`config.mk`:
```
export PLATFORM = sky130hd
export DESIGN_NAME = uhgc_top
export DESIGN_NICKNAME = d
export VERILOG_FILES = /design/src/uhgc_pkg.sv /design/src/uhgc_top.sv
export SDC_FILE = /design/constraint.sdc
export NUM_CORES = 1
export LEC_CHECK = 0
export CAP_MARGIN = 10
export CORE_MARGIN = 2
export CORE_UTILIZATION = 59
export CTS_CLUSTER_DIAMETER = 150
export DETAILED_ROUTE_END_ITERATION = 10
export DONT_BUFFER_PORTS = 1
export PLACE_DENSITY = 0.82
export SLEW_MARGIN = 20
export SYNTH_ARGS = -nofsm -noshare
export SYNTH_HDL_FRONTEND = slang
export SYNTH_SLANG_ARGS = --single-unit
```
`constraint.sdc`:
```
create_clock -name clock_i -period 1.65 [get_ports clock_i]
set_input_delay 0.33 -clock clock_i [delete_from_list [all_inputs] [get_ports clock_i]]
set_output_delay 0.33 -clock clock_i [all_outputs]
set_load 0.01 [all_outputs]
```
`src/uhgc_pkg.sv`:
```
/*
 * Package for the host global control and interrupt block: register
 * offsets, field positions, masks and the speed policy encoding.
 * Assumes a 32-bit APB with word-aligned byte addresses.
 */
package uhgc_pkg;
  localparam int unsigned UHGC_AW = 12;
  localparam logic [11:0] UHGC_OFS_CTRL = 12'h400;
  localparam logic [11:0] UHGC_OFS_STAT = 12'h404;
  localparam logic [11:0] UHGC_OFS_CLR = 12'h408;
  localparam logic [11:0] UHGC_OFS_FORCE = 12'h40C;
  localparam logic [11:0] UHGC_OFS_EN = 12'h410;
  localparam logic [11:0] UHGC_OFS_ENCLR = 12'h414;
  localparam logic [11:0] UHGC_OFS_ENSET = 12'h418;

  // Control register fields
  localparam int unsigned UHGC_CTL_FRAME_EN = 8;
  localparam int unsigned UHGC_CTL_RESET = 9;
  localparam int unsigned UHGC_CTL_RESUME = 10;
  localparam int unsigned UHGC_CTL_SPD_LO = 12;
  localparam int unsigned UHGC_CTL_SPD_HI = 13;

  // Status fields
  localparam int unsigned UHGC_ST_ATTACH = 0;
  localparam int unsigned UHGC_ST_DETACH = 1;
  localparam int unsigned UHGC_ST_RSTSENT = 2;
  localparam int unsigned UHGC_ST_RSMDONE = 3;
  localparam int unsigned UHGC_ST_UPRSM = 4;
  localparam int unsigned UHGC_ST_FRAME = 5;
  localparam int unsigned UHGC_ST_WAKE = 6;
  localparam int unsigned UHGC_ST_PIPE_LO = 8;
  localparam int unsigned UHGC_ST_PIPE_HI = 15;
  localparam int unsigned UHGC_ST_DMA_LO = 25;
  localparam int unsigned UHGC_ST_DMA_HI = 31;

  localparam logic [31:0] UHGC_EVT_MASK = 32'h0000007F;
  localparam logic [31:0] UHGC_FORCE_MASK = 32'hFE00007F;
  localparam logic [31:0] UHGC_EN_MASK = 32'hFE00FF7F;
  localparam logic [31:0] UHGC_CTRL_MASK = 32'h00003700;
  localparam logic [31:0] UHGC_ZERO = 32'h00000000;
  localparam logic [31:0] UHGC_RST_STAT = 32'h00000000;
  localparam logic [31:0] UHGC_RST_EN = 32'h00000000;

  typedef enum logic [1:0] {
    UHGC_SPD_NORMAL = 2'b00,
    UHGC_SPD_RSVD1 = 2'b01,
    UHGC_SPD_RSVD2 = 2'b10,
    UHGC_SPD_FULL = 2'b11
  } uhgc_speed_t;
endpackage : uhgc_pkg

```
`src/uhgc_top.sv`:
```
/*
 * Host global control and interrupt block: control register, status
 * flags with clear/force, enable mask with set/clear, one interrupt.
 * Assumes the bus-signalling engine below it reports completion of
 * reset, resume and frame markers as one-cycle pulses, and that pipe and
 * DMA summary inputs are levels from their own status logic.
 */
module uhgc_top
  import uhgc_pkg::*;
(
  input wire logic clock_i,
  input wire logic nrst_i,
  input wire logic psel_i,
  input wire logic penable_i,
  input wire logic pwrite_i,
  input wire logic [11:0] paddr_i,
  input wire logic [31:0] pwdata_i,
  output logic [31:0] prdata_o,
  output logic pready_o,
  output logic pslverr_o,
  input wire logic [7:0] pipe_irq_flag_i,
  input wire logic [7:1] dma_chan_irq_flag_i,
  input wire logic frame_marker_sent_i,
  input wire logic upstream_resume_i,
  input wire logic resume_done_i,
  input wire logic reset_done_i,
  input wire logic detach_i,
  input wire logic attach_i,
  input wire logic bus_power_request_i,
  input wire logic clock_freeze_i,
  output logic frame_marker_gen_en_o,
  output logic bus_reset_drive_o,
  output logic bus_resume_drive_o,
  output logic high_speed_allowed_o,
  output logic irq_o
);

  logic wr_acc;
  logic rd_acc;
  logic hit;
  logic [31:0] wdat;
  logic ctrl_wr;
  logic frame_en_q;
  logic reset_q;
  logic resume_q;
  uhgc_speed_t speed_q;
  logic [31:0] stat_q;
  logic [31:0] stat_d;
  logic [31:0] en_q;
  logic [31:0] stat_view;
  logic [31:0] evt_set;
  logic [31:0] clr_mask;
  logic [31:0] force_mask;
  logic [6:0] dma_src_q;
  logic [31:0] dma_drop;
  logic [31:0] rd_d;
  logic wake_evt;

  // Zero wait state slave: the access phase always completes at once
  assign wr_acc = psel_i && penable_i && pwrite_i;
  assign rd_acc = psel_i && penable_i && !pwrite_i;
  assign wdat = pwdata_i;
  assign ctrl_wr = wr_acc && (paddr_i == UHGC_OFS_CTRL);

  always_comb begin
    unique case (paddr_i)
      UHGC_OFS_CTRL, UHGC_OFS_STAT, UHGC_OFS_CLR, UHGC_OFS_FORCE,
      UHGC_OFS_EN, UHGC_OFS_ENCLR, UHGC_OFS_ENSET: hit = 1'b1;
      default: hit = 1'b0;
    endcase
  end

  // Frame-marker enable; hardware set wins over a software zero
  always_ff @(posedge clock_i or negedge nrst_i) begin
    if (!nrst_i) begin
      frame_en_q <= 1'b0;
    end else if ((ctrl_wr && wdat[UHGC_CTL_RESET]) || upstream_resume_i) begin
      frame_en_q <= 1'b1;
    end else if (ctrl_wr) begin
      frame_en_q <= wdat[UHGC_CTL_FRAME_EN];
    end
  end

  // Bus reset request
  always_ff @(posedge clock_i or negedge nrst_i) begin
    if (!nrst_i) begin
      reset_q <= 1'b0;
    end else if (ctrl_wr && wdat[UHGC_CTL_RESET]) begin
      reset_q <= 1'b1;
    end else if (reset_done_i) begin
      reset_q <= 1'b0;
    end else if (ctrl_wr) begin
      // Software may abort a reset, typically after a detach
      reset_q <= 1'b0;
    end
  end

  // Resume request; a reset request cancels it
  always_ff @(posedge clock_i or negedge nrst_i) begin
    if (!nrst_i) begin
      resume_q <= 1'b0;
    end else if (ctrl_wr && wdat[UHGC_CTL_RESET]) begin
      resume_q <= 1'b0;
    end else if (ctrl_wr && wdat[UHGC_CTL_RESUME]) begin
      resume_q <= 1'b1;
    end else if (resume_done_i || reset_q) begin
      resume_q <= 1'b0;
    end
  end

  // Reserved codes are stored as written; only 00 allows high speed
  always_ff @(posedge clock_i or negedge nrst_i) begin
    if (!nrst_i) begin
      speed_q <= UHGC_SPD_NORMAL;
    end else if (ctrl_wr) begin
      speed_q <= uhgc_speed_t'(wdat[UHGC_CTL_SPD_HI:UHGC_CTL_SPD_LO]);
    end
  end

  // Wake-up: the clock freeze input gates nothing in this block, so this
  // flag path ignores the freeze and wake-up still reaches software
  assign wake_evt = (!frame_en_q && (upstream_resume_i || detach_i))
                  || !bus_power_request_i;

  always_comb begin
    evt_set = UHGC_ZERO;
    evt_set[UHGC_ST_ATTACH] = attach_i;
    evt_set[UHGC_ST_DETACH] = detach_i;
    evt_set[UHGC_ST_RSTSENT] = reset_done_i && reset_q;
    evt_set[UHGC_ST_RSMDONE] = resume_done_i && resume_q;
    evt_set[UHGC_ST_UPRSM] = upstream_resume_i;
    evt_set[UHGC_ST_FRAME] = frame_marker_sent_i && frame_en_q;
    evt_set[UHGC_ST_WAKE] = wake_evt;
  end

  assign clr_mask = (wr_acc && paddr_i == UHGC_OFS_CLR) ?
                    (wdat & UHGC_EVT_MASK) : UHGC_ZERO;
  assign force_mask = (wr_acc && paddr_i == UHGC_OFS_FORCE) ?
                      (wdat & UHGC_FORCE_MASK) : UHGC_ZERO;

  // Sticky event and forced bits; set beats clear in the same cycle.
  // Direct writes to the status offset have no path here.
  assign stat_d = ((stat_q & ~clr_mask & ~dma_drop) | evt_set | force_mask)
                & UHGC_FORCE_MASK;

  // Channel source levels of the previous cycle, to see a source fall
  always_ff @(posedge clock_i or negedge nrst_i) begin
    if (!nrst_i) begin
      dma_src_q <= '0;
    end else begin
      dma_src_q <= dma_chan_irq_flag_i;
    end
  end

  // A forced DMA bit is released when its channel source is cleared
  always_comb begin
    dma_drop = UHGC_ZERO;
    dma_drop[UHGC_ST_DMA_HI:UHGC_ST_DMA_LO] =
      dma_src_q & ~dma_chan_irq_flag_i;
  end

  always_ff @(posedge clock_i or negedge nrst_i) begin
    if (!nrst_i) begin
      stat_q <= UHGC_RST_STAT;
    end else begin
      stat_q <= stat_d;
    end
  end

  // Pipe bits are pure mirrors; DMA bits follow the source unless forced
  always_comb begin
    stat_view = stat_q;
    stat_view[UHGC_ST_PIPE_HI:UHGC_ST_PIPE_LO] = pipe_irq_flag_i;
    // A forced DMA bit drops once the channel source is low again
    stat_view[UHGC_ST_DMA_HI:UHGC_ST_DMA_LO] =
      dma_chan_irq_flag_i | stat_q[UHGC_ST_DMA_HI:UHGC_ST_DMA_LO];
  end

  // A forced DMA bit with a source that never rises stays set: the clear
  // register has no DMA bits, so only the channel itself can release it.

  // Enable mask
  always_ff @(posedge clock_i or negedge nrst_i) begin
    if (!nrst_i) begin
      en_q <= UHGC_RST_EN;
    end else if (wr_acc && paddr_i == UHGC_OFS_ENSET) begin
      en_q <= en_q | (wdat & UHGC_EN_MASK);
    end else if (wr_acc && paddr_i == UHGC_OFS_ENCLR) begin
      en_q <= en_q & ~wdat;
    end
  end

  always_comb begin
    rd_d = UHGC_ZERO;
    unique case (paddr_i)
      UHGC_OFS_CTRL: begin
        rd_d[UHGC_CTL_FRAME_EN] = frame_en_q;
        rd_d[UHGC_CTL_RESET] = reset_q;
        rd_d[UHGC_CTL_RESUME] = resume_q;
        rd_d[UHGC_CTL_SPD_HI:UHGC_CTL_SPD_LO] = speed_q;
      end
      UHGC_OFS_STAT: rd_d = stat_view;
      UHGC_OFS_EN: rd_d = en_q;
      default: rd_d = UHGC_ZERO;
    endcase
  end

  // Registered read data: captured in setup so it is valid in access
  always_ff @(posedge clock_i or negedge nrst_i) begin
    if (!nrst_i) begin
      prdata_o <= UHGC_ZERO;
    end else if (psel_i && !penable_i && !pwrite_i) begin
      prdata_o <= rd_d;
    end
  end

  // Ready and error in the access cycle, one cycle after setup
  always_ff @(posedge clock_i or negedge nrst_i) begin
    if (!nrst_i) begin
      pready_o <= 1'b0;
      pslverr_o <= 1'b0;
    end else begin
      pready_o <= psel_i && !penable_i;
      pslverr_o <= psel_i && !penable_i && !hit;
    end
  end

  // Bus-facing drives
  always_ff @(posedge clock_i or negedge nrst_i) begin
    if (!nrst_i) begin
      frame_marker_gen_en_o <= 1'b0;
      bus_reset_drive_o <= 1'b0;
      bus_resume_drive_o <= 1'b0;
      high_speed_allowed_o <= 1'b0;
    end else begin
      frame_marker_gen_en_o <= frame_en_q;
      bus_reset_drive_o <= reset_q;
      bus_resume_drive_o <= resume_q && !reset_q;
      high_speed_allowed_o <= (speed_q == UHGC_SPD_NORMAL);
    end
  end

  always_ff @(posedge clock_i or negedge nrst_i) begin
    if (!nrst_i) begin
      irq_o <= 1'b0;
    end else begin
      irq_o <= |(stat_view & en_q);
    end
  end

  logic unused_ok;
  assign unused_ok = rd_acc ^ clock_freeze_i;

endmodule : uhgc_top

```
==> results of run 1 <==
[worst max-delay path, cell delays in order]
cell,delay (ns)
or4b_4,0.53
or3_1,0.36
nor3_4,0.25
buf_4,0.23
a21boi_0,0.12
[cell families (layout without fill, tap and decap cells)]
kind of cell / Yosys count / after routing
and+or+nand+nor: 94 / 94
buffers and inverters: 18 / 47
AOI/OAI and AO/OA: 141 / 141
DFF: 97 / 97
muxes: 7 / 7
[cell usage after synthesis, drive strengths merged, types with 8 or more instances]
| master | number | area share (%) |
|---|---|---|
| a21boi | 12 | 2.3 |
| a22o | 17 | 3.7 |
| nor2 | 8 | 0.75 |
| nand2b | 8 | 1.3 |
| o21ai | 21 | 2.6 |
| a22oi | 17 | 3.2 |
| clkbuf | 10 | 0.94 |
| nand2 | 40 | 3.8 |
| dfrtp | 97 | 61 |
| a21oi | 57 | 7.1 |
[area by class of cell]
class / instances / area share (%)
clock buffer: 11 / 2.88
clock inverter: 5 / 1.40
inverter: 2 / 0.165
multi-input combinational: 242 / 34.4
sequential: 97 / 53.2
tap: 80 / 2.19
timing repair buffer: 29 / 5.70
[report_power, final]
part | leakage (uW) | internal (uW) | switching [uW]
logic | 0.000736 | 49.2 | 51.5
clock network | 0.0000941 | 714 | 822
registers | 0.00130 | 2390 | 6.17
total | 0.00213 | 3150 | 880
[stage by stage]
| step | hold slack [ns] | setup slack [ns] | instance area, sq um | power (uW) |
|---|---|---|---|---|
| 2_1_floorplan | 0.0344 | -0.489 | 4070 | 2510 |
| 5_1_grt | -0.373 | 0.000193 | 4560 | 4170 |
| 6_report | -0.342 | 0.0449 | 4560 | 4030 |
| 3_3_place_gp | 0.0377 | -0.279 | 4280 | 2520 |
| 4_1_cts | -0.362 | 0.0669 | 4540 | 4060 |
| 3_5_place_dp | 0.0365 | -0.319 | 4280 | 2530 |
[metal layers]
metal  wire [um]  vias up  global-route usage (%)
li1            -     1372                       -
met1        4150     1533                    37.3
met2        4700      155                    42.8
met3         850       15                    6.86
met4         158        0                    9.94
met5           0        -                       0
[how the worst min path moves through the flow]
stage / startpoint / cells after the start / endpoint / slack (ns)
after floorplan: nrst_i / 0 / asynchronous set/reset pin / 0.03
after global placement: nrst_i / 0 / asynchronous set/reset pin / 0.04
after detailed placement: nrst_i / 0 / speed_q[0] / 0.04
after CTS: nrst_i / 0 / stat_q[2] / -0.36
after global routing: nrst_i / 0 / stat_q[5] / -0.37
final: nrst_i / 0 / stat_q[5] / -0.34
[what timing repair did]
item,in CTS,in global routing
gates resized for setup,0,2
hold endpoints to repair,104,97
buffers inserted,0,0
endpoints found under the setup margin,0,8
==> flow_metrics.tcl, run 1 <==
set metrics [dict create \
    ys_warn_count 0 \
    port_buffers 0 \
    max_freq_ghz 0.623 \
    clkTransAtPathRegs_ns 0.10 \
    cp-endpoint "en_q[7]" \
    yosys.area_share.adder_pct 0 \
    cts_made_buffers 9 \
    htree_levels 3 \
    maxCapViolCount 0 \
    syn-cell-area_sq_mm 0.00400 \
    track_usage_pct 27.3 \
    period_minus_slack_ns 1.61 \
    ys_ff_latch 97 \
    drive_gt1_share_pct 13.7 \
    start_kind "input port" \
    holdBufCountCts 7 \
    critPathMaxFanout 12 \
    rsz0062_at_grt "no" \
    cts_max_path_buffers 2 \
    worstPathRequired_ns 1.87 \
    drt_wl_total_mm 9.86 \
    finalCritPeriodShare_pct 97.3 \
    first_iter_violations 253 \
    grt_pass1_vias 3074 \
    io_pins 111 \
    worst_pin_slew_ns 0.385 \
    synth_xor_area_share_pct 0 \
    drt_first_pass_iters 5 \
    synth_top_family_by_area "compound AO/OA/AOI/OAI gates" \
    ir_drop_mv 0.596 \
    die_area_sq_mm 0.00746 \
    placedCellCount 443 \
    p_leak_uw 0.00213 \
    synth_cells 357 \
    synth_simple_gate_area_share_pct 13.0 \
    grt_overflow 0 \
    ant_nets 0 \
    regToRegEndpoint "irq_o" \
    syn_nets 429 \
    cts.sinks 97 \
    num_rows 30 \
    yosysSeqAreaShare_pct 60.7 \
    fin_skew_ns 0.0147 \
    vias 3075 \
    area_delta_synth_final_pct 14.0 \
    async_reset_ff_share_pct 100 \
    critPathKind "input port to flip-flop" \
    multiInputGateArea_sq_mm 0.00157 \
    grt_antenna_before_repair 0 \
    cts_tree "yes" \
    fin_util_pct 68.3 \
    core_area_sq_mm 0.00668 \
    min_path_type "input port to asynchronous set/reset pin" \
    globalplace.congestion 0.847 \
    cts_root_buf "clkbuf_8" \
    layout_commonest_cell "dfrtp_1" \
    final_cell_mix "dfrtp_1, a21oi_1, nand2_1" \
    antennaDiodeCount 0 \
    seq_area_sq_mm 0.00243 \
    grt_pass1_wl_mm 15.6 \
    fillCellCount 506 \
    violations "negative hold slack" \
    synth_compound_area_share_pct 22.5 \
    setup_viol 0 \
    holdWs_ns -0.342 \
    synth.distinct_cells 37 \
    maxSlewHeadroom_pct 74.3 \
    status "finished, violations left" \
    synth_area_per_cell_sq_um 11.2 \
    fin_setup_tns_ns 0 \
    finalNonFillerCells 466 \
    die_h_um 86.4 \
    r2r_start "stat_q[25]" \
    grt_max_degree 98 \
    vias_per_cell 6.60 \
    muxShareOfSynthArea_pct 1.81 \
    slew_viol_final 0 \
    clkLatencyLatePin_ns 0.36 \
    dieWidth_um 86.4 \
    rrSetupSlack_ns 0.17 \
    nets 453 \
    synth_edf_count 0 \
    remaining_drc_errors 0 \
    ys.flop_type "dfrtp_1" \
    routedWlPerCell_um 21.2 \
    reg2reg_depth 3 \
    hold_violations 97 \
    hpwl_mm 6.59 \
    critPathLaunch "paddr_i[9]" \
    worst_setup_path_end_kind "flip-flop" \
    critical_path_arrival_ns 1.83 \
    powerDensity_mw_per_mm2 884 \
    initial_utilization_pct 59.9 \
]
Power figures use the tool's default switching activity.
==> run 2, diff against run 1 <==
--- a/config.mk
+++ b/config.mk
@@ -12,6 +12,7 @@
 export DETAILED_ROUTE_END_ITERATION = 10
 export DONT_BUFFER_PORTS = 1
 export PLACE_DENSITY = 0.82
+export REMOVE_ABC_BUFFERS = 1
 export SLEW_MARGIN = 20
 export SYNTH_ARGS = -nofsm -noshare
 export SYNTH_HDL_FRONTEND = slang
==> run 2 against run 1 <==
  * The run still ends with negative hold slack left
  * Fmax shrank 1.6%
  * Non-clock buffer count up 2
  * Cell area up 1.8%
  * Sequential power hardly changed
  * Routed wire length increased by 4.5%
  * Sequential share of layout area is 0.96 points lower
  * Cell count up 0.43%
  * Clock power rose by 33%
  * Count of clock-buffer cells in the layout decreased by 1
  * Clock skew down 0.0067 ns
  * Worst hold slack got worse by 0.0092 ns
  * Critical path type unchanged
  * Largest cell class unchanged
==> flow_metrics.tcl, run 2 (synthesis results as in run 1) <==
set metrics [dict create \
    worst_setup_path_end_kind "flip-flop" \
    worst_pin_slew_ns 0.358 \
    rsz0062_at_grt "yes" \
    first_iter_violations 270 \
    drt_wl_total_mm 10.3 \
    holdWs_ns -0.351 \
    seq_area_sq_mm 0.00243 \
    initial_utilization_pct 59.9 \
    vias_per_cell 6.68 \
    grt_max_degree 98 \
    cts_max_path_buffers 2 \
    antennaDiodeCount 0 \
    setup_viol 0 \
    grt_pass1_wl_mm 16.0 \
    finalCritPeriodShare_pct 98.9 \
    routedWlPerCell_um 22.0 \
    use_met2_pct 42.7 \
    slew_viol_final 0 \
    min_path_type "input port to asynchronous set/reset pin" \
    core_area_sq_mm 0.00668 \
    die_h_um 86.4 \
    dieWidth_um 86.4 \
    placedCellCount 444 \
    multiInputGateArea_sq_mm 0.00155 \
    grt_use_met3_pct 8.29 \
    grt_pass1_vias 3113 \
    vias 3124 \
    remaining_drc_errors 0 \
    nets 455 \
    critPathKind "input port to flip-flop" \
    ir_drop_mv 0.520 \
    reg2reg_depth 3 \
    grt_overflow 0 \
    ant_nets 0 \
    layout_commonest_cell "dfrtp_1" \
    grtUsageMet1_pct 38.7 \
    period_minus_slack_ns 1.63 \
    fin_skew_ns 0.00799 \
    final_cell_mix "dfrtp_1, a21oi_1, nand2_1" \
    num_rows 30 \
    maxCapViolCount 0 \
    hold_violations 97 \
    drive_gt1_share_pct 13.9 \
    drt_first_pass_iters 4 \
    io_pins 111 \
    max_freq_ghz 0.613 \
    p_leak_uw 0.00216 \
    grt-busiest-layer "met2" \
    critPathMaxFanout 5 \
    htree_levels 3 \
    fillCellCount 497 \
    violations "negative hold slack" \
    fin_util_pct 69.5 \
    port_buffers 0 \
    cts_tree "yes" \
    die_area_sq_mm 0.00746 \
    powerDensity_mw_per_mm2 978 \
    cts_root_buf "clkbuf_8" \
    critical_path_arrival_ns 1.93 \
    area_delta_synth_final_pct 16.1 \
    hpwl_mm 6.97 \
    status "finished, violations left" \
    fin_setup_tns_ns 0 \
    cts_made_buffers 9 \
    worstPathRequired_ns 1.95 \
    cts.sinks 97 \
    track_usage_pct 28.6 \
    start_kind "input port" \
    globalplace.congestion 0.857 \
    clkTransAtPathRegs_ns 0.10 \
    grt_antenna_before_repair 0 \
    holdBufCountCts 7 \
    finalNonFillerCells 468 \
    clkLatencyLatePin_ns 0.36 \
    maxSlewHeadroom_pct 76.1 \
]
## run 2: changes by cell type in the layout (fill, tap and decap cells not counted), sizes merged
cell,before,now
bufinv,1,4
clkinvlp,1,0
clkinv,2,1
buf,22,23
## run 2: final timing paths
kind	from	to	slack [ns]
setup reg to reg	flip-flop	irq_o	0.10
min in group clock_i	penable_i	pready_o	0.03
max in group asynchronous	nrst_i	prdata_o[28]	1.89
hold / removal	nrst_i	prdata_o[15]	-0.35
hold reg to reg	speed_q[1]	high_speed_allowed_o	0.46
setup / recovery	paddr_i[11]	prdata_o[18]	0.02
## run 2: power by group
group | internal [uW] | switching [uW]
Combinational | 51.1 | 49.7
Sequential | 2390 | 6.01
Clock | 1210 | 838
Total | 3650 | 894
## run 2: routing by layer
metal,part of all wire [%],vias up
met1,40,1563
met4,3.1,0
met3,9.6,29
li1,-,1373
met5,0,-
met2,47,159
## run 2: area by class of cell
type                            count  share of cell area, %
Sequential cell                    97                   52.2
Multi-Input combinational cell    242                   33.3
Timing Repair Buffer               31                   6.19
Clock buffer                       10                   2.96
Clock inverter                      6                   2.96
Tap cell                           80                   2.15
Inverter                            2                  0.162
## run 2: what timing repair did
item,CTS,global route
endpoints found under the setup margin,17,28
pin swaps,0,6
hold endpoints to repair,104,97
gates resized for setup,2,7
gates cloned,0,1
buffers inserted,0,0
## run 2: stage by stage
stage | setup WS, ns | area, sq um | power [uW]
global placement | -0.362 | 4230 | 2520
finish | 0.0184 | 4650 | 4540
detailed placement | -0.430 | 4230 | 2520
global route | -0.0308 | 4650 | 4640
floorplan | -1.57 | 3930 | 2490
CTS | 0.00713 | 4580 | 4540
## run 2: critical path, stage by stage
cell and delay, ns:
or4b_4 0.53, or4_4 0.46, nor3b_4 0.30, clkbuf_16 0.20
a22o_1 0.11
==> run 3, diff against run 2 <==
--- a/config.mk
+++ b/config.mk
@@ -5,12 +5,12 @@
 export SDC_FILE = /design/constraint.sdc
 export NUM_CORES = 1
 export LEC_CHECK = 0
-export CAP_MARGIN = 10
 export CORE_MARGIN = 2
 export CORE_UTILIZATION = 59
 export CTS_CLUSTER_DIAMETER = 150
 export DETAILED_ROUTE_END_ITERATION = 10
 export DONT_BUFFER_PORTS = 1
+export MAX_ROUTING_LAYER = met4
 export PLACE_DENSITY = 0.82
 export REMOVE_ABC_BUFFERS = 1
 export SLEW_MARGIN = 20
==> constraint.sdc (replaced) <==
create_clock -name clock_i -period 1.65 [get_ports clock_i]
set_input_delay 0.165 -clock clock_i [delete_from_list [all_inputs] [get_ports clock_i]]
set_output_delay 0.165 -clock clock_i [all_outputs]
set_load 0.01 [all_outputs]
==> run 3 against run 2 <==
  * The run still ends with negative hold slack left
  * Die area unchanged
  * Clock skew up 0.0040 ns
  * Count of clock-buffer cells in the layout fell by 1
  * Register-to-register slack is essentially flat
  * Critical path depth did not move
  * Power decreased by 7.8%
  * Utilization increased by 4.2 points
  * Non-clock buffer count up 41
  * Sequential share of layout area down 3.0 points
  * Fmax up 4.2%
  * First-iteration DRC count down 13%
  * Critical endpoint unchanged
==> flow_metrics.tcl, run 3 (synthesis results as in run 1) <==
set metrics [dict create \
    status "finished, violations left" \
    violations "negative hold slack" \
    htree_levels 3 \
    grtUsageMet1_pct 42.3 \
    fin_skew_ns 0.0120 \
    worst_pin_slew_ns 0.381 \
    powerDensity_mw_per_mm2 851 \
    grt_pass1_vias 3482 \
    vias_per_cell 6.71 \
    initial_utilization_pct 59.9 \
    combPwrFrac_pct 4.8 \
    layout_commonest_cell "dfrtp_1" \
    cts_made_buffers 9 \
    setup_viol 0 \
    globalplace.congestion 0.865 \
    worstPathRequired_ns 1.95 \
    path_cells "or4b_4, or4_1, nor3b_4, buf_12, a22o_1" \
    switchingPower_uw 966 \
    worst_setup_path_end_kind "flip-flop" \
    drt_first_pass_iters 5 \
    routedWlPerCell_um 22.1 \
    crit_slowest_cell "or4_1" \
    p_seq_share_pct 57.2 \
    crit_family "simple AND/OR/NAND/NOR gates" \
    min_path_type "input port to asynchronous set/reset pin" \
    die_area_sq_mm 0.00746 \
    clkPwrFrac_pct 38.1 \
    core_area_sq_mm 0.00668 \
    path_buf_inv 1 \
    grt_max_degree 98 \
    start_kind "input port" \
    slew_viol_final 0 \
    drt_wl_total_mm 11.2 \
    vias 3416 \
    antennaDiodeCount 0 \
    grt_overflow 0 \
    maxCapViolCount 0 \
    place_ws_ns -0.268 \
    cts_max_path_buffers 2 \
    critPathLaunch "paddr_i[9]" \
    remaining_drc_errors 0 \
    hold_violations 97 \
    rrSetupSlack_ns 0.11 \
    die_h_um 86.4 \
    hpwl_mm 6.86 \
    ir_drop_mv 0.578 \
    grt-busiest-layer "met2" \
    critPathMaxFanout 10 \
    area_delta_synth_final_pct 23.1 \
    critPathKind "input port to flip-flop" \
    regToRegEndpoint "irq_o" \
    cts.sinks 97 \
    rsz0062_at_grt "no" \
    period_minus_slack_ns 1.57 \
    first_iter_violations 236 \
    grt_antenna_before_repair 0 \
    cts_setup_buffers 0 \
    path_depth 5 \
    drive_gt1_share_pct 11.0 \
    cts_resized 0 \
    p_int_uw 3220 \
    holdBufCountCts 50 \
    ant_nets 0 \
    num_rows 30 \
    use_met2_pct 49.7 \
    max_freq_ghz 0.639 \
    nets 496 \
    finalPower_uw 4190 \
    cts_tree "yes" \
    reg2reg_depth 3 \
    io_pins 111 \
    critical_path_arrival_ns 1.86 \
    track_usage_pct 32.8 \
    port_buffers 0 \
    p_leak_uw 0.00226 \
    final_cell_mix "dfrtp_1, a21oi_1, dlygate4sd3_1" \
    cts_root_buf "clkbuf_8" \
    grt_pass1_wl_mm 18.0 \
    grt_use_met3_pct 7.90 \
    worst_slack_ns 0.0846 \
    maxSlewHeadroom_pct 74.3 \
    clkTransAtPathRegs_ns 0.11 \
    holdWs_ns -0.519 \
    dieWidth_um 86.4 \
    clkLatencyLatePin_ns 0.37 \
    finalCritPeriodShare_pct 94.9 \
    switching_share_pct 23.1 \
    cp-endpoint "prdata_o[18]" \
    max_stage_delay_ns 0.60 \
]
run 3: cell count changes in the layout (fill, tap and decap cells not counted), moves of 2 or more:
cell | previous run | this run
buf_6 | 2 | 0
bufinv_16 | 4 | 1
dlygate4sd3_1 | 7 | 51
nor4_4 | 2 | 0
clkinvlp_4 | 0 | 2
nor4_1 | 2 | 4
run 3: worst register-to-register path, stage by stage (launching register included):
cell	delay (ns)
dfrtp_1	0.41
a22oi_1	0.29
nand4_1	0.20
or4_1	0.52
run 3: how the worst min path moves through the flow:
stage | start | endpoint | slack [ns]
2_1_floorplan | nrst_i | asynchronous set/reset pin | -0.13
3_3_place_gp | nrst_i | prdata_o[2] | -0.13
3_5_place_dp | nrst_i | prdata_o[15] | -0.13
4_1_cts | nrst_i | en_q[21] | -0.52
5_1_grt | nrst_i | stat_q[2] | -0.54
6_report | nrst_i | stat_q[1] | -0.52
run 3: per-stage QoR:
step | utilization [%] | TNS (ns) | hold WS [ns] | instances | cell area (sq um)
floorplan | - | -52.28 | -0.131 | 341 | 3930
global placement | 63.0 | -7.24 | -0.128 | 442 | 4210
detailed placement | 63.0 | -10.10 | -0.129 | 442 | 4210
CTS | 73.6 | 0 | -0.522 | 508 | 4910
global route | 73.7 | 0 | -0.539 | 509 | 4920
finish | 73.7 | 0 | -0.519 | 509 | 4920
run 3: routing by layer:
layer	wire, um	vias up
li1	-	1459
met1	4460	1705
met2	5440	209
met3	939	43
met4	401	0
met5	0	-
run 3: power by group through the flow:
stage	clock network, uW	logic, uW	registers (uW)
6_report	1590	201	2390
5_1_grt	1690	212	2400
4_1_cts	1570	191	2390
3_5_place_dp	0	78.5	2440
3_3_place_gp	0	77.6	2440
2_1_floorplan	0	52.4	2440
run 3: area by class of cell:
class	instances	area, sq um
well taps	80	100
repair buffers	72	681
clock inverters	7	78.8
flip-flops and latches	97	2430
fillers	455	1760
clock buffers	9	124
inverters	2	7.51
multi-input cells	242	1510
